==> config.mk <==
export PLATFORM = sky130hd
export DESIGN_NAME = usfb_device_flat
export DESIGN_NICKNAME = d
export VERILOG_FILES = /design/src/shared/usfb_pkg.sv /design/src/shared/usfb_link_if.sv /design/src/core/usfb_device.sv /design/src/flat_wrapper.sv
export SDC_FILE = /design/constraint.sdc
export NUM_CORES = 1
export LEC_CHECK = 0
export ABC_AREA = 1
export BUFFER_PORTS_ARGS = -buffer_cell sky130_fd_sc_hd__buf_2
export CAP_MARGIN = 5
export CORE_ASPECT_RATIO = 0.5
export CORE_MARGIN = 2
export CORE_UTILIZATION = 56
export CTS_CLUSTER_SIZE = 28
export DETAILED_ROUTE_END_ITERATION = 12
export PLACE_DENSITY = 0.78
export SLEW_MARGIN = 0
export SYNTH_ARGS = -nofsm -noshare
export SYNTH_HDL_FRONTEND = slang
export SYNTH_SLANG_ARGS = --single-unit
==> constraint.sdc <==
create_clock -name clk -period 4.5 [get_ports clk]
set_input_delay 0.225 -clock clk [delete_from_list [all_inputs] [get_ports clk]]
set_output_delay 0.225 -clock clk [all_outputs]
set_load 0.05 [all_outputs]
==> src/shared/usfb_pkg.sv <==
// shared constants, register layouts and frame helpers for the serial frame and baud control block
package usfb_pkg;
	// device i/o offsets
	localparam logic [5:0] IO_BAUD_LOW = 6'h09;
	localparam logic [5:0] IO_CTRL_B = 6'h0a;
	localparam logic [5:0] IO_STATUS_A = 6'h0b;
	localparam logic [5:0] IO_DATA = 6'h0c;
	localparam logic [5:0] IO_SHARED = 6'h20;
	// reset values
	localparam logic [6:0] CTRL_C_RST = 7'h06;
	localparam logic [7:0] CTRL_B_RST = 8'h00;
	localparam logic [3:0] BAUD_HI_RST = 4'h0;
	localparam logic [7:0] BAUD_LO_RST = 8'h00;
	// control register b bit positions
	localparam int B_IRQ_EN = 5;
	localparam int B_RX_EN = 4;
	localparam int B_TX_EN = 3;
	localparam int B_CSZ_HI = 2;
	localparam int B_RX_NINTH = 1;
	localparam int B_TX_NINTH = 0;
	// control register c bit positions
	localparam int C_SEL = 7;
	localparam int C_SYNC = 6;
	localparam int C_PAR_EN = 5;
	localparam int C_PAR_ODD = 4;
	localparam int C_STOP2 = 3;
	localparam int C_CSZ_MID = 2;
	localparam int C_CSZ_LO = 1;
	localparam int C_POL = 0;
	// status register a bit positions
	localparam int A_RXC = 7;
	localparam int A_TXC = 6;
	localparam int A_TRANSMIT_BUFFER_EMPTY_FLAG = 5;
	localparam int A_FE = 4;
	localparam int A_DOR = 3;
	localparam int A_PE = 2;
	// frame geometry
	localparam int FRAME_W = 13;
	localparam int DIV_W = 12;
	localparam logic [3:0] NINE_BITS = 4'd9;
	localparam logic [3:0] EIGHT_BITS = 4'd8;
	localparam logic [3:0] FIVE_BITS = 4'd5;
	// peer apb offsets and fields
	localparam logic [7:0] PEER_CFG = 8'h00;
	localparam logic [7:0] PEER_TX = 8'h04;
	localparam logic [7:0] PEER_RX = 8'h08;
	localparam int PC_CSZ = 12;
	localparam int PC_PAR = 15;
	localparam int PC_STOP2 = 17;
	localparam int PS_VALID = 9;
	localparam int PS_BUSY = 10;
	localparam int PS_PE = 11;
	localparam int PS_FE = 12;

	// data bits per character from the three-bit size code; reserved codes fall back to eight
	function automatic logic [3:0] char_bits(input logic [2:0] code);
		case (code)
			3'h0, 3'h1, 3'h2, 3'h3: char_bits = FIVE_BITS + {2'h0, code[1:0]};
			3'h7: char_bits = NINE_BITS;
			default: char_bits = EIGHT_BITS;
		endcase
	endfunction

	// parity over the used data bits, inverted for odd parity
	function automatic logic parity_of(input logic [8:0] d, input logic [3:0] n, input logic odd);
		logic p;
		p = odd;
		for (int i = 0; i < 9; i++)
			if (i < n)
				p = p ^ d[i];
		parity_of = p;
	endfunction

	// bits in a frame: start, data, optional parity, one or two stops
	function automatic logic [3:0] frame_len(input logic [3:0] n, input logic par_en, input logic stop2);
		frame_len = n + 4'd2 + {3'h0, par_en} + {3'h0, stop2};
	endfunction

	// frame bits lsb first; unused upper positions idle high
	function automatic logic [FRAME_W-1:0] build_frame(input logic [8:0] d, input logic [3:0] n,
		input logic par_en, input logic odd);
		logic [FRAME_W-1:0] f;
		f = '1;
		f[0] = 1'b0;
		for (int i = 0; i < 9; i++)
			if (i < n)
				f[i+1] = d[i];
		for (int i = 0; i < 12; i++)
			if (par_en && i == n)
				f[i+1] = parity_of(d, n, odd);
		build_frame = f;
	endfunction
endpackage

==> src/shared/usfb_link_if.sv <==
// serial link between the usart device end and its remote peer
`timescale 1ns/10ps
interface usfb_link_if;
	logic dev_txd; // device transmit level
	logic dev_txd_oe; // device drives transmit pin
	logic peer_txd; // peer transmit level, device receive pin
	logic sync_serial_clock; // synchronous clock from device
	logic xck_oe; // device drives synchronous clock
	logic line_tx; // resolved transmit line, pulled high when released
	assign line_tx = dev_txd_oe ? dev_txd : 1'b1;
	modport device (output dev_txd, output dev_txd_oe, output sync_serial_clock, output xck_oe, input peer_txd);
	modport peer (input line_tx, input sync_serial_clock, input xck_oe, output peer_txd);
endinterface

==> src/core/usfb_device.sv <==
// usart device end: i/o registers, baud prescaler, framing transmitter and receiver
//
// Register access over APB was left to the implementer.
`timescale 1ns/10ps
module usfb_device
(
	// clock and reset
	input wire logic clk,
	input wire logic sys_rst,
	// cpu i/o port
	input wire logic [5:0] io_addr,
	input wire logic io_we,
	input wire logic io_re,
	input wire logic [7:0] io_wdata,
	output logic [7:0] io_rdata,
	// interrupt
	input wire logic cpu_status_word_gie,
	output logic irq_buffer_empty,
	// general-purpose port functions of the pins
	input wire logic port_tx_level,
	input wire logic port_tx_oe,
	output logic port_rx_level,
	// serial link
	usfb_link_if.device link
);
	localparam int W = usfb_pkg::FRAME_W;

	logic [7:0] ctrl_b_r; // enables, size high bit, transmit ninth bit
	logic [6:0] ctrl_c_r; // mode, parity, stop, size low bits, polarity
	logic [3:0] baud_hi_r; // divider bits 11:8
	logic [7:0] baud_lo_r; // divider bits 7:0
	logic [usfb_pkg::DIV_W-1:0] presc_r; // prescaler down counter
	logic shared_rd_r; // last read or write access was a read of the shared location
	logic xck_r; // synchronous clock level
	logic [W-1:0] tx_sh_r; // transmit shifter, bit 0 on the pin
	logic [3:0] tx_left_r; // bits still to send including current
	logic [8:0] tx_buf_r; // transmit buffer
	logic tx_full_r; // transmit buffer holds data
	logic txc_r; // transmit complete flag
	logic [W-1:0] rx_sh_r; // receive shifter, fills from the top
	logic [3:0] rx_left_r; // bits still to sample
	logic [usfb_pkg::DIV_W-1:0] rx_cnt_r; // asynchronous bit timer
	logic rx_done_r; // frame just completed
	logic [8:0] rx_buf_r; // receive buffer
	logic rx_full_r; // receive buffer holds unread data
	logic fe_r; // frame error of buffered character
	logic pe_r; // parity error of buffered character
	logic dor_r; // overrun

	logic [usfb_pkg::DIV_W-1:0] divider; // full divider value
	logic baud_tick; // prescaler wrap
	logic sync_mode; // synchronous operation selected
	logic [3:0] nbits; // data bits per character
	logic [3:0] tx_len; // transmit frame length
	logic [3:0] rx_len; // receive frame length, one stop
	logic xck_drive_ev; // synchronous edge on which transmit data changes
	logic xck_samp_ev; // synchronous edge on which receive data is sampled
	logic tx_ev; // transmit shift moment
	logic rx_ev; // receive sample moment
	logic tx_active; // transmitter owns the pin
	logic rxd; // receive pin level
	logic wr_data; // cpu writes data register
	logic rd_data; // cpu reads data register
	logic [W-1:0] rx_aligned; // received frame, start bit at bit 0

	assign divider = {baud_hi_r, baud_lo_r};
	assign baud_tick = (presc_r == '0);
	assign sync_mode = ctrl_c_r[usfb_pkg::C_SYNC];
	assign nbits = usfb_pkg::char_bits({ctrl_b_r[usfb_pkg::B_CSZ_HI], ctrl_c_r[usfb_pkg::C_CSZ_MID],
		ctrl_c_r[usfb_pkg::C_CSZ_LO]});
	assign tx_len = usfb_pkg::frame_len(nbits, ctrl_c_r[usfb_pkg::C_PAR_EN], ctrl_c_r[usfb_pkg::C_STOP2]);
	assign rx_len = usfb_pkg::frame_len(nbits, ctrl_c_r[usfb_pkg::C_PAR_EN], 1'b0);
	// polarity zero: transmit on rising, sample on falling; one reverses both
	assign xck_drive_ev = sync_mode && baud_tick && (xck_r == ctrl_c_r[usfb_pkg::C_POL]);
	assign xck_samp_ev = sync_mode && baud_tick && (xck_r != ctrl_c_r[usfb_pkg::C_POL]);
	assign tx_ev = sync_mode ? xck_drive_ev : baud_tick;
	assign rx_ev = sync_mode ? xck_samp_ev : (rx_left_r != 4'h0 && rx_cnt_r == '0);
	assign tx_active = ctrl_b_r[usfb_pkg::B_TX_EN] || tx_left_r != 4'h0 || tx_full_r;
	assign rxd = link.peer_txd;
	assign wr_data = io_we && io_addr == usfb_pkg::IO_DATA;
	assign rd_data = io_re && io_addr == usfb_pkg::IO_DATA;
	assign rx_aligned = rx_sh_r >> (4'(W) - rx_len);

	// pin ownership between serial logic and port functions
	assign link.dev_txd = tx_active ? tx_sh_r[0] : port_tx_level;
	assign link.dev_txd_oe = tx_active ? 1'b1 : port_tx_oe;
	assign port_rx_level = ctrl_b_r[usfb_pkg::B_RX_EN] ? 1'b1 : rxd;
	assign link.sync_serial_clock = xck_r;
	assign link.xck_oe = sync_mode && (tx_active || ctrl_b_r[usfb_pkg::B_RX_EN]);
	assign irq_buffer_empty = ctrl_b_r[usfb_pkg::B_IRQ_EN] && cpu_status_word_gie && !tx_full_r;

	// control register b, all writable bits
	always_ff @(posedge clk)
	begin
		if (sys_rst)
			ctrl_b_r <= usfb_pkg::CTRL_B_RST;
		else if (io_we && io_addr == usfb_pkg::IO_CTRL_B)
			ctrl_b_r <= io_wdata;
	end

	// shared location: bit 7 of the written value steers the write
	always_ff @(posedge clk)
	begin
		if (sys_rst)
		begin
			ctrl_c_r <= usfb_pkg::CTRL_C_RST;
			baud_hi_r <= usfb_pkg::BAUD_HI_RST;
		end
		else if (io_we && io_addr == usfb_pkg::IO_SHARED)
		begin
			if (io_wdata[usfb_pkg::C_SEL])
				ctrl_c_r <= io_wdata[6:0];
			else
				baud_hi_r <= io_wdata[3:0];
		end
	end

	// baud low byte
	always_ff @(posedge clk)
	begin
		if (sys_rst)
			baud_lo_r <= usfb_pkg::BAUD_LO_RST;
		else if (io_we && io_addr == usfb_pkg::IO_BAUD_LOW)
			baud_lo_r <= io_wdata;
	end

	// prescaler counts down, reloads on wrap or on a low byte write
	always_ff @(posedge clk)
	begin
		if (sys_rst)
			presc_r <= '0;
		else if (io_we && io_addr == usfb_pkg::IO_BAUD_LOW)
			presc_r <= {baud_hi_r, io_wdata};
		else if (baud_tick)
			presc_r <= divider;
		else
			presc_r <= presc_r - 1'b1;
	end

	// synchronous clock toggles on every tick in synchronous mode
	always_ff @(posedge clk)
	begin
		if (sys_rst)
			xck_r <= 1'b0;
		else if (sync_mode && baud_tick)
			xck_r <= !xck_r;
	end

	// transmit buffer: writes only land when empty and enabled
	always_ff @(posedge clk)
	begin
		if (sys_rst)
		begin
			tx_full_r <= 1'b0;
			tx_buf_r <= '0;
		end
		else if (wr_data && !tx_full_r && ctrl_b_r[usfb_pkg::B_TX_EN])
		begin
			tx_full_r <= 1'b1;
			tx_buf_r <= {ctrl_b_r[usfb_pkg::B_TX_NINTH], io_wdata};
		end
		else if (tx_ev && tx_left_r <= 4'h1 && tx_full_r)
			tx_full_r <= 1'b0;
	end

	// transmit shifter: loads from the buffer when the last bit ends
	always_ff @(posedge clk)
	begin
		if (sys_rst)
		begin
			tx_sh_r <= '1;
			tx_left_r <= 4'h0;
		end
		else if (tx_ev)
		begin
			if (tx_left_r > 4'h1)
			begin
				tx_sh_r <= {1'b1, tx_sh_r[W-1:1]};
				tx_left_r <= tx_left_r - 4'h1;
			end
			else if (tx_full_r)
			begin
				tx_sh_r <= usfb_pkg::build_frame(tx_buf_r, nbits, ctrl_c_r[usfb_pkg::C_PAR_EN],
					ctrl_c_r[usfb_pkg::C_PAR_ODD]);
				tx_left_r <= tx_len;
			end
			else
			begin
				tx_sh_r <= '1;
				tx_left_r <= 4'h0;
			end
		end
	end

	// transmit complete: set on last bit with empty buffer; writing one clears, set wins
	always_ff @(posedge clk)
	begin
		if (sys_rst)
			txc_r <= 1'b0;
		else if (tx_ev && tx_left_r == 4'h1 && !tx_full_r)
			txc_r <= 1'b1;
		else if (io_we && io_addr == usfb_pkg::IO_STATUS_A && io_wdata[usfb_pkg::A_TXC])
			txc_r <= 1'b0;
	end

	// receiver shifter and bit timer
	always_ff @(posedge clk)
	begin
		if (sys_rst || !ctrl_b_r[usfb_pkg::B_RX_EN])
		begin
			rx_sh_r <= '1;
			rx_left_r <= 4'h0;
			rx_cnt_r <= '0;
			rx_done_r <= 1'b0;
		end
		else
		begin
			rx_done_r <= 1'b0;
			if (rx_left_r == 4'h0)
			begin
				if (!sync_mode && !rxd)
				begin
					rx_left_r <= rx_len;
					rx_cnt_r <= divider >> 1;
				end
				else if (xck_samp_ev && !rxd)
				begin
					rx_sh_r <= {rxd, rx_sh_r[W-1:1]};
					rx_left_r <= rx_len - 4'h1;
				end
			end
			else
			begin
				rx_cnt_r <= (rx_cnt_r == '0) ? divider : rx_cnt_r - 1'b1;
				if (rx_ev)
				begin
					rx_sh_r <= {rxd, rx_sh_r[W-1:1]};
					rx_left_r <= rx_left_r - 4'h1;
					rx_done_r <= (rx_left_r == 4'h1);
				end
			end
		end
	end

	// receive buffer and error flags; disable flushes all of them
	always_ff @(posedge clk)
	begin
		if (sys_rst || !ctrl_b_r[usfb_pkg::B_RX_EN])
		begin
			rx_full_r <= 1'b0;
			fe_r <= 1'b0;
			pe_r <= 1'b0;
			dor_r <= 1'b0;
			rx_buf_r <= '0;
		end
		else if (rx_done_r && rx_full_r && !rd_data)
			dor_r <= 1'b1;
		else if (rx_done_r)
		begin
			rx_full_r <= 1'b1;
			rx_buf_r <= rx_aligned[9:1] & ~(9'h1ff << nbits);
			fe_r <= !rx_aligned[rx_len - 4'h1];
			pe_r <= ctrl_c_r[usfb_pkg::C_PAR_EN] && (rx_aligned[nbits + 4'h1] !=
				usfb_pkg::parity_of(rx_aligned[9:1], nbits, ctrl_c_r[usfb_pkg::C_PAR_ODD]));
			dor_r <= 1'b0;
		end
		else if (rd_data)
		begin
			rx_full_r <= 1'b0;
			fe_r <= 1'b0;
			pe_r <= 1'b0;
			dor_r <= 1'b0;
		end
	end

	// remembers a shared read so the next one returns control c
	always_ff @(posedge clk)
	begin
		if (sys_rst)
			shared_rd_r <= 1'b0;
		else if (io_re || io_we)
			shared_rd_r <= io_re && io_addr == usfb_pkg::IO_SHARED;
	end

	// registered read data, one cycle after the read strobe
	always_ff @(posedge clk)
	begin
		if (sys_rst)
			io_rdata <= '0;
		else if (io_re)
		begin
			case (io_addr)
				usfb_pkg::IO_DATA: io_rdata <= rx_buf_r[7:0];
				usfb_pkg::IO_STATUS_A: io_rdata <= {rx_full_r, txc_r, !tx_full_r, fe_r, dor_r, pe_r, 2'b00};
				usfb_pkg::IO_CTRL_B: io_rdata <= {ctrl_b_r[7:2], rx_buf_r[8], ctrl_b_r[0]};
				usfb_pkg::IO_BAUD_LOW: io_rdata <= baud_lo_r;
				usfb_pkg::IO_SHARED: io_rdata <= shared_rd_r ? {1'b1, ctrl_c_r} : {4'h0, baud_hi_r};
				default: io_rdata <= '0;
			endcase
		end
	end
endmodule

==> src/flat_wrapper.sv <==
// flat-port wrapper written by rule: the top's interface ports become plain ports
module usfb_device_flat 
  (clk, sys_rst, io_addr, io_we, io_re, io_wdata, io_rdata, cpu_status_word_gie, irq_buffer_empty, port_tx_level, port_tx_oe, port_rx_level, link_dev_txd, link_dev_txd_oe, link_sync_serial_clock, link_xck_oe, link_peer_txd);
  usfb_link_if link_i ();
  input wire logic clk;
  input wire logic sys_rst;
  input wire logic [5:0] io_addr;
  input wire logic io_we;
  input wire logic io_re;
  input wire logic [7:0] io_wdata;
  output logic [7:0] io_rdata;
  input wire logic cpu_status_word_gie;
  output logic irq_buffer_empty;
  input wire logic port_tx_level;
  input wire logic port_tx_oe;
  output logic port_rx_level;
  output wire logic [$bits(link_i.dev_txd)-1:0] link_dev_txd;
  output wire logic [$bits(link_i.dev_txd_oe)-1:0] link_dev_txd_oe;
  output wire logic [$bits(link_i.sync_serial_clock)-1:0] link_sync_serial_clock;
  output wire logic [$bits(link_i.xck_oe)-1:0] link_xck_oe;
  input wire logic [$bits(link_i.peer_txd)-1:0] link_peer_txd;
  assign link_dev_txd = link_i.dev_txd;
  assign link_dev_txd_oe = link_i.dev_txd_oe;
  assign link_sync_serial_clock = link_i.sync_serial_clock;
  assign link_xck_oe = link_i.xck_oe;
  assign link_i.peer_txd = link_peer_txd;
  usfb_device u_core (.clk(clk), .sys_rst(sys_rst), .io_addr(io_addr), .io_we(io_we), .io_re(io_re), .io_wdata(io_wdata), .io_rdata(io_rdata), .cpu_status_word_gie(cpu_status_word_gie), .irq_buffer_empty(irq_buffer_empty), .port_tx_level(port_tx_level), .port_tx_oe(port_tx_oe), .port_rx_level(port_rx_level), .link(link_i));
endmodule
==> insert_results.sql, run 1 <==
INSERT INTO impl_metrics (metric_group, metric, value, unit) VALUES
('setup_path', 'worst_setup_path_start_kind', 'flop', ''),
('run', 'maxCapViolations', '0', ''),
('synthesis', 'yosys_most_used_dff', 'dfxtp_1', ''),
('global_route', 'global_route.usage.met2', '46.26', '%'),
('sta', 'fin_skew', '7.394', 'ps'),
('floorplanning', 'placement_rows', '28', ''),
('pwr', 'power_per_cell_area', '440.4', 'nW/um^2'),
('floorplanning', 'ioPinCount', '36', ''),
('synthesis', 'netlist_instances', '1053', ''),
('synthesis', 'synth_common_cells', 'nand2_1 (218), inv_1 (123), dfxtp_1 (119)', ''),
('global_route', 'first_global_vias', '6840', ''),
('global_route', 'grt_overflow_total', '0', ''),
('synthesis', 'syn_area', '7096', 'um^2'),
('clock_network', 'cts_sinks', '119', ''),
('place', 'routabilityCongestion', '0.9707', ''),
('synthesis', 'synth_area_leader_cell', 'dfxtp_1', ''),
('pwr', 'total_power', '3.511', 'mW'),
('synthesis', 'synth-seq-cells', '119', ''),
('run_status', 'status', 'finished clean', ''),
('route', 'post_route_antenna_net_violation_count', '0', ''),
('global_route', 'global_route_wire_length_before_repair', '35510', 'um'),
('synthesis', 'synthesis.yosys.warnings', '0', ''),
('sta', 'fmax', '0.2515', 'GHz'),
('finish', 'flip_flop_and_latch_area', '2382', 'um^2'),
('finish', 'antennaDiodeCount', '0', ''),
('setup_path', 'cpMostUsedCell', 'nand2_1', ''),
('finish', 'drive_gt1_share', '10.05', '%'),
('synthesis', 'synth_most_common_cell', 'nand2_1', ''),
('setup_path', 'crit_path_max_fanout', '17', ''),
('clock_network', 'cts_max_level', '4', ''),
('route', 'route.detailed.wl_per_inst', '17.42', 'um'),
('min_path', 'hold_class', 'primary input to flop', ''),
('sta', 'finalMaxSlewViolations', '0', ''),
('pwr', 'leakage', '3.444', 'nW'),
('route', 'drcViolationCount', '0', ''),
('synthesis', 'netlist-cell-type-count', '51', ''),
('clock_network', 'root_buffer', 'clkbuf_16', ''),
('setup_path', 'setup.worst_path.end_class', 'flop', ''),
('synthesis', 'synth_enable_flop_cells', '0', ''),
('pwr', 'worst_ir_drop_vdd', '0.4115', 'mV'),
('synthesis', 'syn-mean-instance-area', '6.738', 'um^2'),
('clock_network', 'cts.reportedPaths.clkPinSlew', '60', 'ps'),
('floorplanning', 'dieWidth', '163.2', 'um'),
('setup_path', 'critPathMaxStageDelay', '560', 'ps'),
('synthesis', 'synth_top_area_share', '33.57', '%'),
('finish', 'layout.nets', '1124', ''),
('sta', 'report.final.hold_viol_count', '0', ''),
('sta', 'finalWorstPathRequiredPeriod', '3975', 'ps'),
('clock_network', 'postCtsHoldBufs', '0', ''),
('route', 'routed_wl', '21930', 'um'),
('setup_path', 'worst_path_dominant_cell_family', 'adder cells', ''),
('floorplanning', 'placeableCoreArea', '12090', 'um^2'),
('floorplanning', 'die-height', '83.60', 'um'),
('synthesis', 'postSynthNetCount', '1095', ''),
('global_route', 'use_met1', '49.20', '%'),
('clock_network', 'cts-resized-gates', '0', ''),
('synthesis', 'synth_async_sr_flop_share', '0', '%'),
('route', 'routed-via-count', '7449', ''),
('floorplanning', 'initial_utilization', '58.71', '%'),
('global_route', 'grt_most_used_layer', 'met1', ''),
('synthesis', 'synth_sequential_area_ratio', '33.57', '%'),
('finish', 'layout.cell_area.non_filler', '7971', 'um^2'),
('setup_path', 'required', '4760', 'ps'),
('place', 'place_area', '7386', 'um^2'),
('clock_network', 'insertion_delay', '420', 'ps'),
('global_route', 'antenna_found_initial', '0', ''),
('route', 'firstDrtPassIters', '6', ''),
('route', 'first_iter_violations', '818', ''),
('sta', 'max_slew_margin', '35.08', '%'),
('clock_network', 'post_cts.repair.setup_buffers', '0', ''),
('synthesis', 'dominant_cells_by_area_after_synthesis', 'dfxtp_1 (34%), nand2_1 (12%), a21oi_1 (7.3%)', '');
-- metal layers --
metal | up-vias | part of all wire (%)
met5 | - | 0
met4 | 0 | 1.5
met3 | 36 | 11
met2 | 387 | 40
met1 | 3413 | 48
li1 | 3613 | -
-- report_power, final --
part           internal, mW  leakage [nW]  switching, mW
combinational         0.302          2.21          0.603
sequential             1.16         0.964         0.0649
clock                 0.833         0.272          0.543
-- worst paths after layout --
check | from | end | slack [ps] | depth (start not counted)
setup / recovery | u_core.ctrl_c_r[1]$_SDFFE_PP1P_ | u_core.pe_r$_SDFFE_PP0P_ | 520 | 20
hold / removal | io_wdata[4] | u_core.tx_buf_r[4]$_SDFFE_PP0P_ | 120 | 3
setup reg to reg | u_core.ctrl_c_r[1]$_SDFFE_PP1P_ | u_core.pe_r$_SDFFE_PP0P_ | 520 | 20
hold reg to reg | u_core.tx_sh_r[6]$_SDFFE_PP1P_ | u_core.tx_sh_r[6]$_SDFFE_PP1P_ | 460 | 2
-- through the flow --
stage | std cells | utilization [%] | setup WS, ps | hold WS [ps]
finish | 1259 | 65.95 | 524.5 | 122.8
detailed placement | 1228 | 61.11 | 617.7 | 447.7
CTS | 1259 | 65.95 | 574.0 | 118.3
global placement | 1228 | 61.11 | 714.5 | 444.6
global route | 1259 | 65.95 | 137.8 | 129.2
floorplan | 1053 | - | 1247 | 305.9
-- layout make-up --
type / instances / share of cell area [%]
clock inverters: 13 / 1.836
flip-flops and latches: 119 / 29.89
well taps: 165 / 2.590
clock buffers: 18 / 5.509
multi-input cells: 767 / 50.78
inverters: 131 / 6.169
repair buffers: 46 / 3.233
-- logic make-up (layout without fill, tap and decap cells) --
kind of cell / Yosys count / count (layout) / share of synthesized area (%)
adders and majority gates: 20 / 20 / 3.527
muxes: 1 / 1 / 0.1587
xor gates and xnor gates: 25 / 25 / 3.879
DFF: 119 / 119 / 33.57
buffers and inverters: 167 / 208 / 9.381
and+or+nand+nor: 446 / 446 / 27.40
AOI/OAI and AO/OA: 275 / 275 / 22.08
-- worst min-delay path: cells and delay by family --
kind / cells / cell delay, ps
simple gates: 2 / 140
buf+inv: 1 / 130
-- cells in the final DEF (no fill, tap or decap), types with 7 or more instances in the layout --
master | Yosys | final
o21ai_1 | 7 | 7
nor3_1 | 18 | 18
inv_2 | 7 | 7
clkbuf_16 | 0 | 17
xor2_1 | 11 | 11
o211ai_1 | 14 | 14
a21oi_1 | 103 | 103
inv_1 | 123 | 123
nand2_1 | 218 | 218
ha_1 | 20 | 20
a22oi_1 | 8 | 8
a31oi_1 | 11 | 11
xnor2_1 | 8 | 8
nor2_1 | 97 | 97
buf_2 | 7 | 35
dfxtp_1 | 119 | 119
o22ai_1 | 7 | 7
buf_4 | 1 | 11
o21ai_0 | 91 | 91
nand4_1 | 15 | 15
nand3_1 | 75 | 75
-- flip-flops by register name, summed over array words and instances, names as in the netlist --
register / count
u_core.tx_left_r: 4
u_core.ctrl_c_r: 7
u_core.rx_done_r: 1
u_core.presc_r: 12
u_core.tx_full_r: 1
u_core.fe_r: 1
u_core.rx_full_r: 1
u_core.dor_r: 1
u_core.rx_left_r: 4
u_core.io_rdata: 8
u_core.ctrl_b_r: 7
u_core.rx_buf_r: 9
u_core.link.sync_serial_clock: 1
u_core.rx_sh_r: 13
u_core.baud_hi_r: 4
u_core.pe_r: 1
u_core.baud_lo_r: 8
u_core.rx_cnt_r: 12
u_core.txc_r: 1
u_core.tx_sh_r: 13
u_core.tx_buf_r: 9
u_core.shared_rd_r: 1
Note: power is estimated with default switching activity, not from simulation.
==> inputs of run 2 (changes only) <==
- CELL_PAD_IN_SITES_DETAIL_PLACEMENT: unset -> 0
- CELL_PAD_IN_SITES_GLOBAL_PLACEMENT: unset -> 2
- CORE_UTILIZATION: 56 -> 35
- PLACE_DENSITY: 0.78 -> 0.84
- SLEW_MARGIN: 0 -> unset
==> insert_results.sql, run 2 (synthesis results as in run 1) <==
INSERT INTO impl_metrics (metric_group, metric, value, unit) VALUES
('route', 'drcViolationCount', '0', ''),
('place', 'routabilityCongestion', '0.8621', ''),
('floorplanning', 'dieWidth', '205.4', 'um'),
('clock_network', 'cts_sinks', '119', ''),
('finish', 'layout.nets', '1124', ''),
('setup_path', 'timing.critical_path.slowest_stage_cell', 'ha_1', ''),
('setup_path', 'critPathMaxStageDelay', '410', 'ps'),
('finish', 'antennaDiodeCount', '0', ''),
('floorplanning', 'placeableCoreArea', '19680', 'um^2'),
('setup_path', 'crit_arrival', '4150', 'ps'),
('clock_network', 'post_cts.repair.setup_buffers', '0', ''),
('finish', 'most-common-layout-cells', 'nand2_1 (218), inv_1 (123), dfxtp_1 (119)', ''),
('route', 'routed-via-count', '7095', ''),
('finish', 'fillerInstances', '2086', ''),
('clock_network', 'insertion_delay', '420', 'ps'),
('clock_network', 'cts.reportedPaths.clkPinSlew', '60', 'ps'),
('global_route', 'antenna_found_initial', '0', ''),
('sta', 'finalSetupViolations', '0', ''),
('global_route', 'global_route_wire_length_before_repair', '37060', 'um'),
('global_route', 'grt_use_total', '22.54', '%'),
('run', 'maxCapViolations', '0', ''),
('place', 'post-dp-hpwl', '17870', 'um'),
('run_status', 'status', 'finished clean', ''),
('sta', 'report.final.hold_viol_count', '0', ''),
('floorplanning', 'initial_utilization', '36.05', '%'),
('floorplanning', 'ioPinCount', '36', ''),
('global_route', 'grt_start_max_net_pins', '41', ''),
('clock_network', 'clockBufferDepth', '2', ''),
('route', 'firstDrtPassIters', '5', ''),
('sta', 'layout_worst_path_cycle_share', '86.26', '%'),
('sta', 'setup_total_negative_slack', '0', 'ps'),
('finish', 'layout_commonest_cell', 'nand2_1', ''),
('pwr', 'worst_ir_drop_vdd', '0.2905', 'mV'),
('setup_path', 'critical_path.n_buffers_inverters', '3', ''),
('finish', 'top_regs', 'u_core.rx_sh_r (13), u_core.tx_sh_r (13)', ''),
('route', 'routed_wl', '23630', 'um'),
('pwr', 'total_power', '3.657', 'mW'),
('floorplanning', 'placement_rows', '36', ''),
('route', 'first_iter_violations', '515', ''),
('clock_network', 'cts_tree', 'built', ''),
('setup_path', 'cpMostUsedCell', 'nand2_1', ''),
('finish', 'flip_flop_and_latch_area', '2382', 'um^2'),
('clock_network', 'cts_made_buffers', '17', ''),
('global_route', 'first_global_vias', '6414', ''),
('sta', 'hold-worst-slack', '131.7', 'ps'),
('finish', 'relative_area_change_from_synthesis_to_final_layout', '15.01', '%'),
('place', 'port_buffers', '35', ''),
('clock_network', 'postCtsHoldBufs', '0', ''),
('route', 'routed_via_density', '5.217', ''),
('clock_network', 'cts-resized-gates', '0', ''),
('sta', 'fmax', '0.2576', 'GHz'),
('sta', 'finalMaxSlewViolations', '0', ''),
('floorplanning', 'die-height', '104.7', 'um'),
('setup_path', 'path_class', 'flop to flop', ''),
('setup_path', 'worst_setup_path_start_kind', 'flop', ''),
('setup_path', 'critical_path.cell_chain', 'ha_1 > o21a_1 > ha_1 > inv_1 > ha_1 > or2_1 > nand2_2 > ha_1 > inv_1 > nand2_1 > nand3_1 > a21oi_1 > inv_1 > nand3_1 > nand2_1 > nand3_1 > nand2_1 > nand2_1 > nand2_1 > nand2_1 > a21oi_1', ''),
('setup_path', 'required', '4770', 'ps'),
('route', 'route.detailed.wl_per_inst', '17.37', 'um'),
('sta', 'finalWorstPathRequiredPeriod', '3882', 'ps'),
('setup_path', 'crit_path_max_fanout', '13', ''),
('sta', 'max_slew_margin', '30.43', '%'),
('setup_path', 'setup.worst_path.end_class', 'flop', ''),
('setup_path', 'worst_path_dominant_cell_family', 'simple AND/OR/NAND/NOR gates', ''),
('sta', 'fin_skew', '10.10', 'ps'),
('pwr', 'leakage', '3.483', 'nW'),
('finish', 'area_of_the_multi_input_gates', '4048', 'um^2'),
('floorplanning', 'die-area', '21500', 'um^2'),
('clock_network', 'cts_max_level', '4', ''),
('pwr', 'power_per_cell_area', '448.1', 'nW/um^2'),
('clock_network', 'root_buffer', 'clkbuf_16', ''),
('sta', 'grt_setup_unrepaired', 'no', ''),
('global_route', 'grt_overflow_total', '0', ''),
('route', 'post_route_antenna_net_violation_count', '0', ''),
('min_path', 'hold_class', 'primary input to flop', ''),
('finish', 'drive_gt1_share', '10.05', '%'),
('sta', 'worstMarginPinSlew', '1040', 'ps');
==> run 2: report_power, final <==
group / internal [mW] / total (mW) / switching [mW]
sequential: 1.16 / 1.23 / 0.0635
clock: 0.986 / 1.52 / 0.533
combinational: 0.303 / 0.910 / 0.608
==> run 2: per-stage QoR <==
step	utilization [%]	setup WS, ps	instances	cell area, um^2
finish	41.46	618.2	1360	8160
detailed placement	38.16	647.4	1329	7512
global placement	38.16	639.1	1329	7512
floorplan	-	1247	1053	7096
CTS	41.46	631.1	1360	8160
global route	41.46	170.7	1360	8160
==> run 2: path summary, 6_finish.rpt <==
path / start / endpoint / slack, ps / cells past startpoint
worst min register to register: u_core.io_rdata[6]$_SDFFE_PP0P_ / u_core.io_rdata[6]$_SDFFE_PP0P_ / 460 / 2
worst max register to register: u_core.ctrl_c_r[2]$_SDFFE_PP1P_ / u_core.pe_r$_SDFFE_PP0P_ / 620 / 21
worst min-delay path: io_wdata[5] / u_core.ctrl_b_r[5]$_SDFFE_PP0P_ / 130 / 3
worst max-delay path: u_core.ctrl_c_r[2]$_SDFFE_PP1P_ / u_core.pe_r$_SDFFE_PP0P_ / 620 / 21
==> run 2: tightest hold or removal path, delay by kind of cell <==
kind	cells	cell delay (ps)
buf+inv	1	140
simple gates	2	140
==> run 2: final cells by class <==
cell class | instances | area share (%)
Clock buffer | 17 | 5.213
Timing Repair Buffer | 46 | 3.159
Multi-Input combinational cell | 767 | 49.60
Sequential cell | 119 | 29.19
Tap cell | 266 | 4.078
Inverter | 131 | 6.026
Clock inverter | 14 | 2.729
==> run 2: per-layer routing <==
layer	track usage, %	vias to the layer above	wire length [um]
met4	4.882	0	232
li1	-	3600	-
met2	30.98	189	9454
met3	3.805	17	1318
met5	0	-	0
met1	35.76	3289	12620
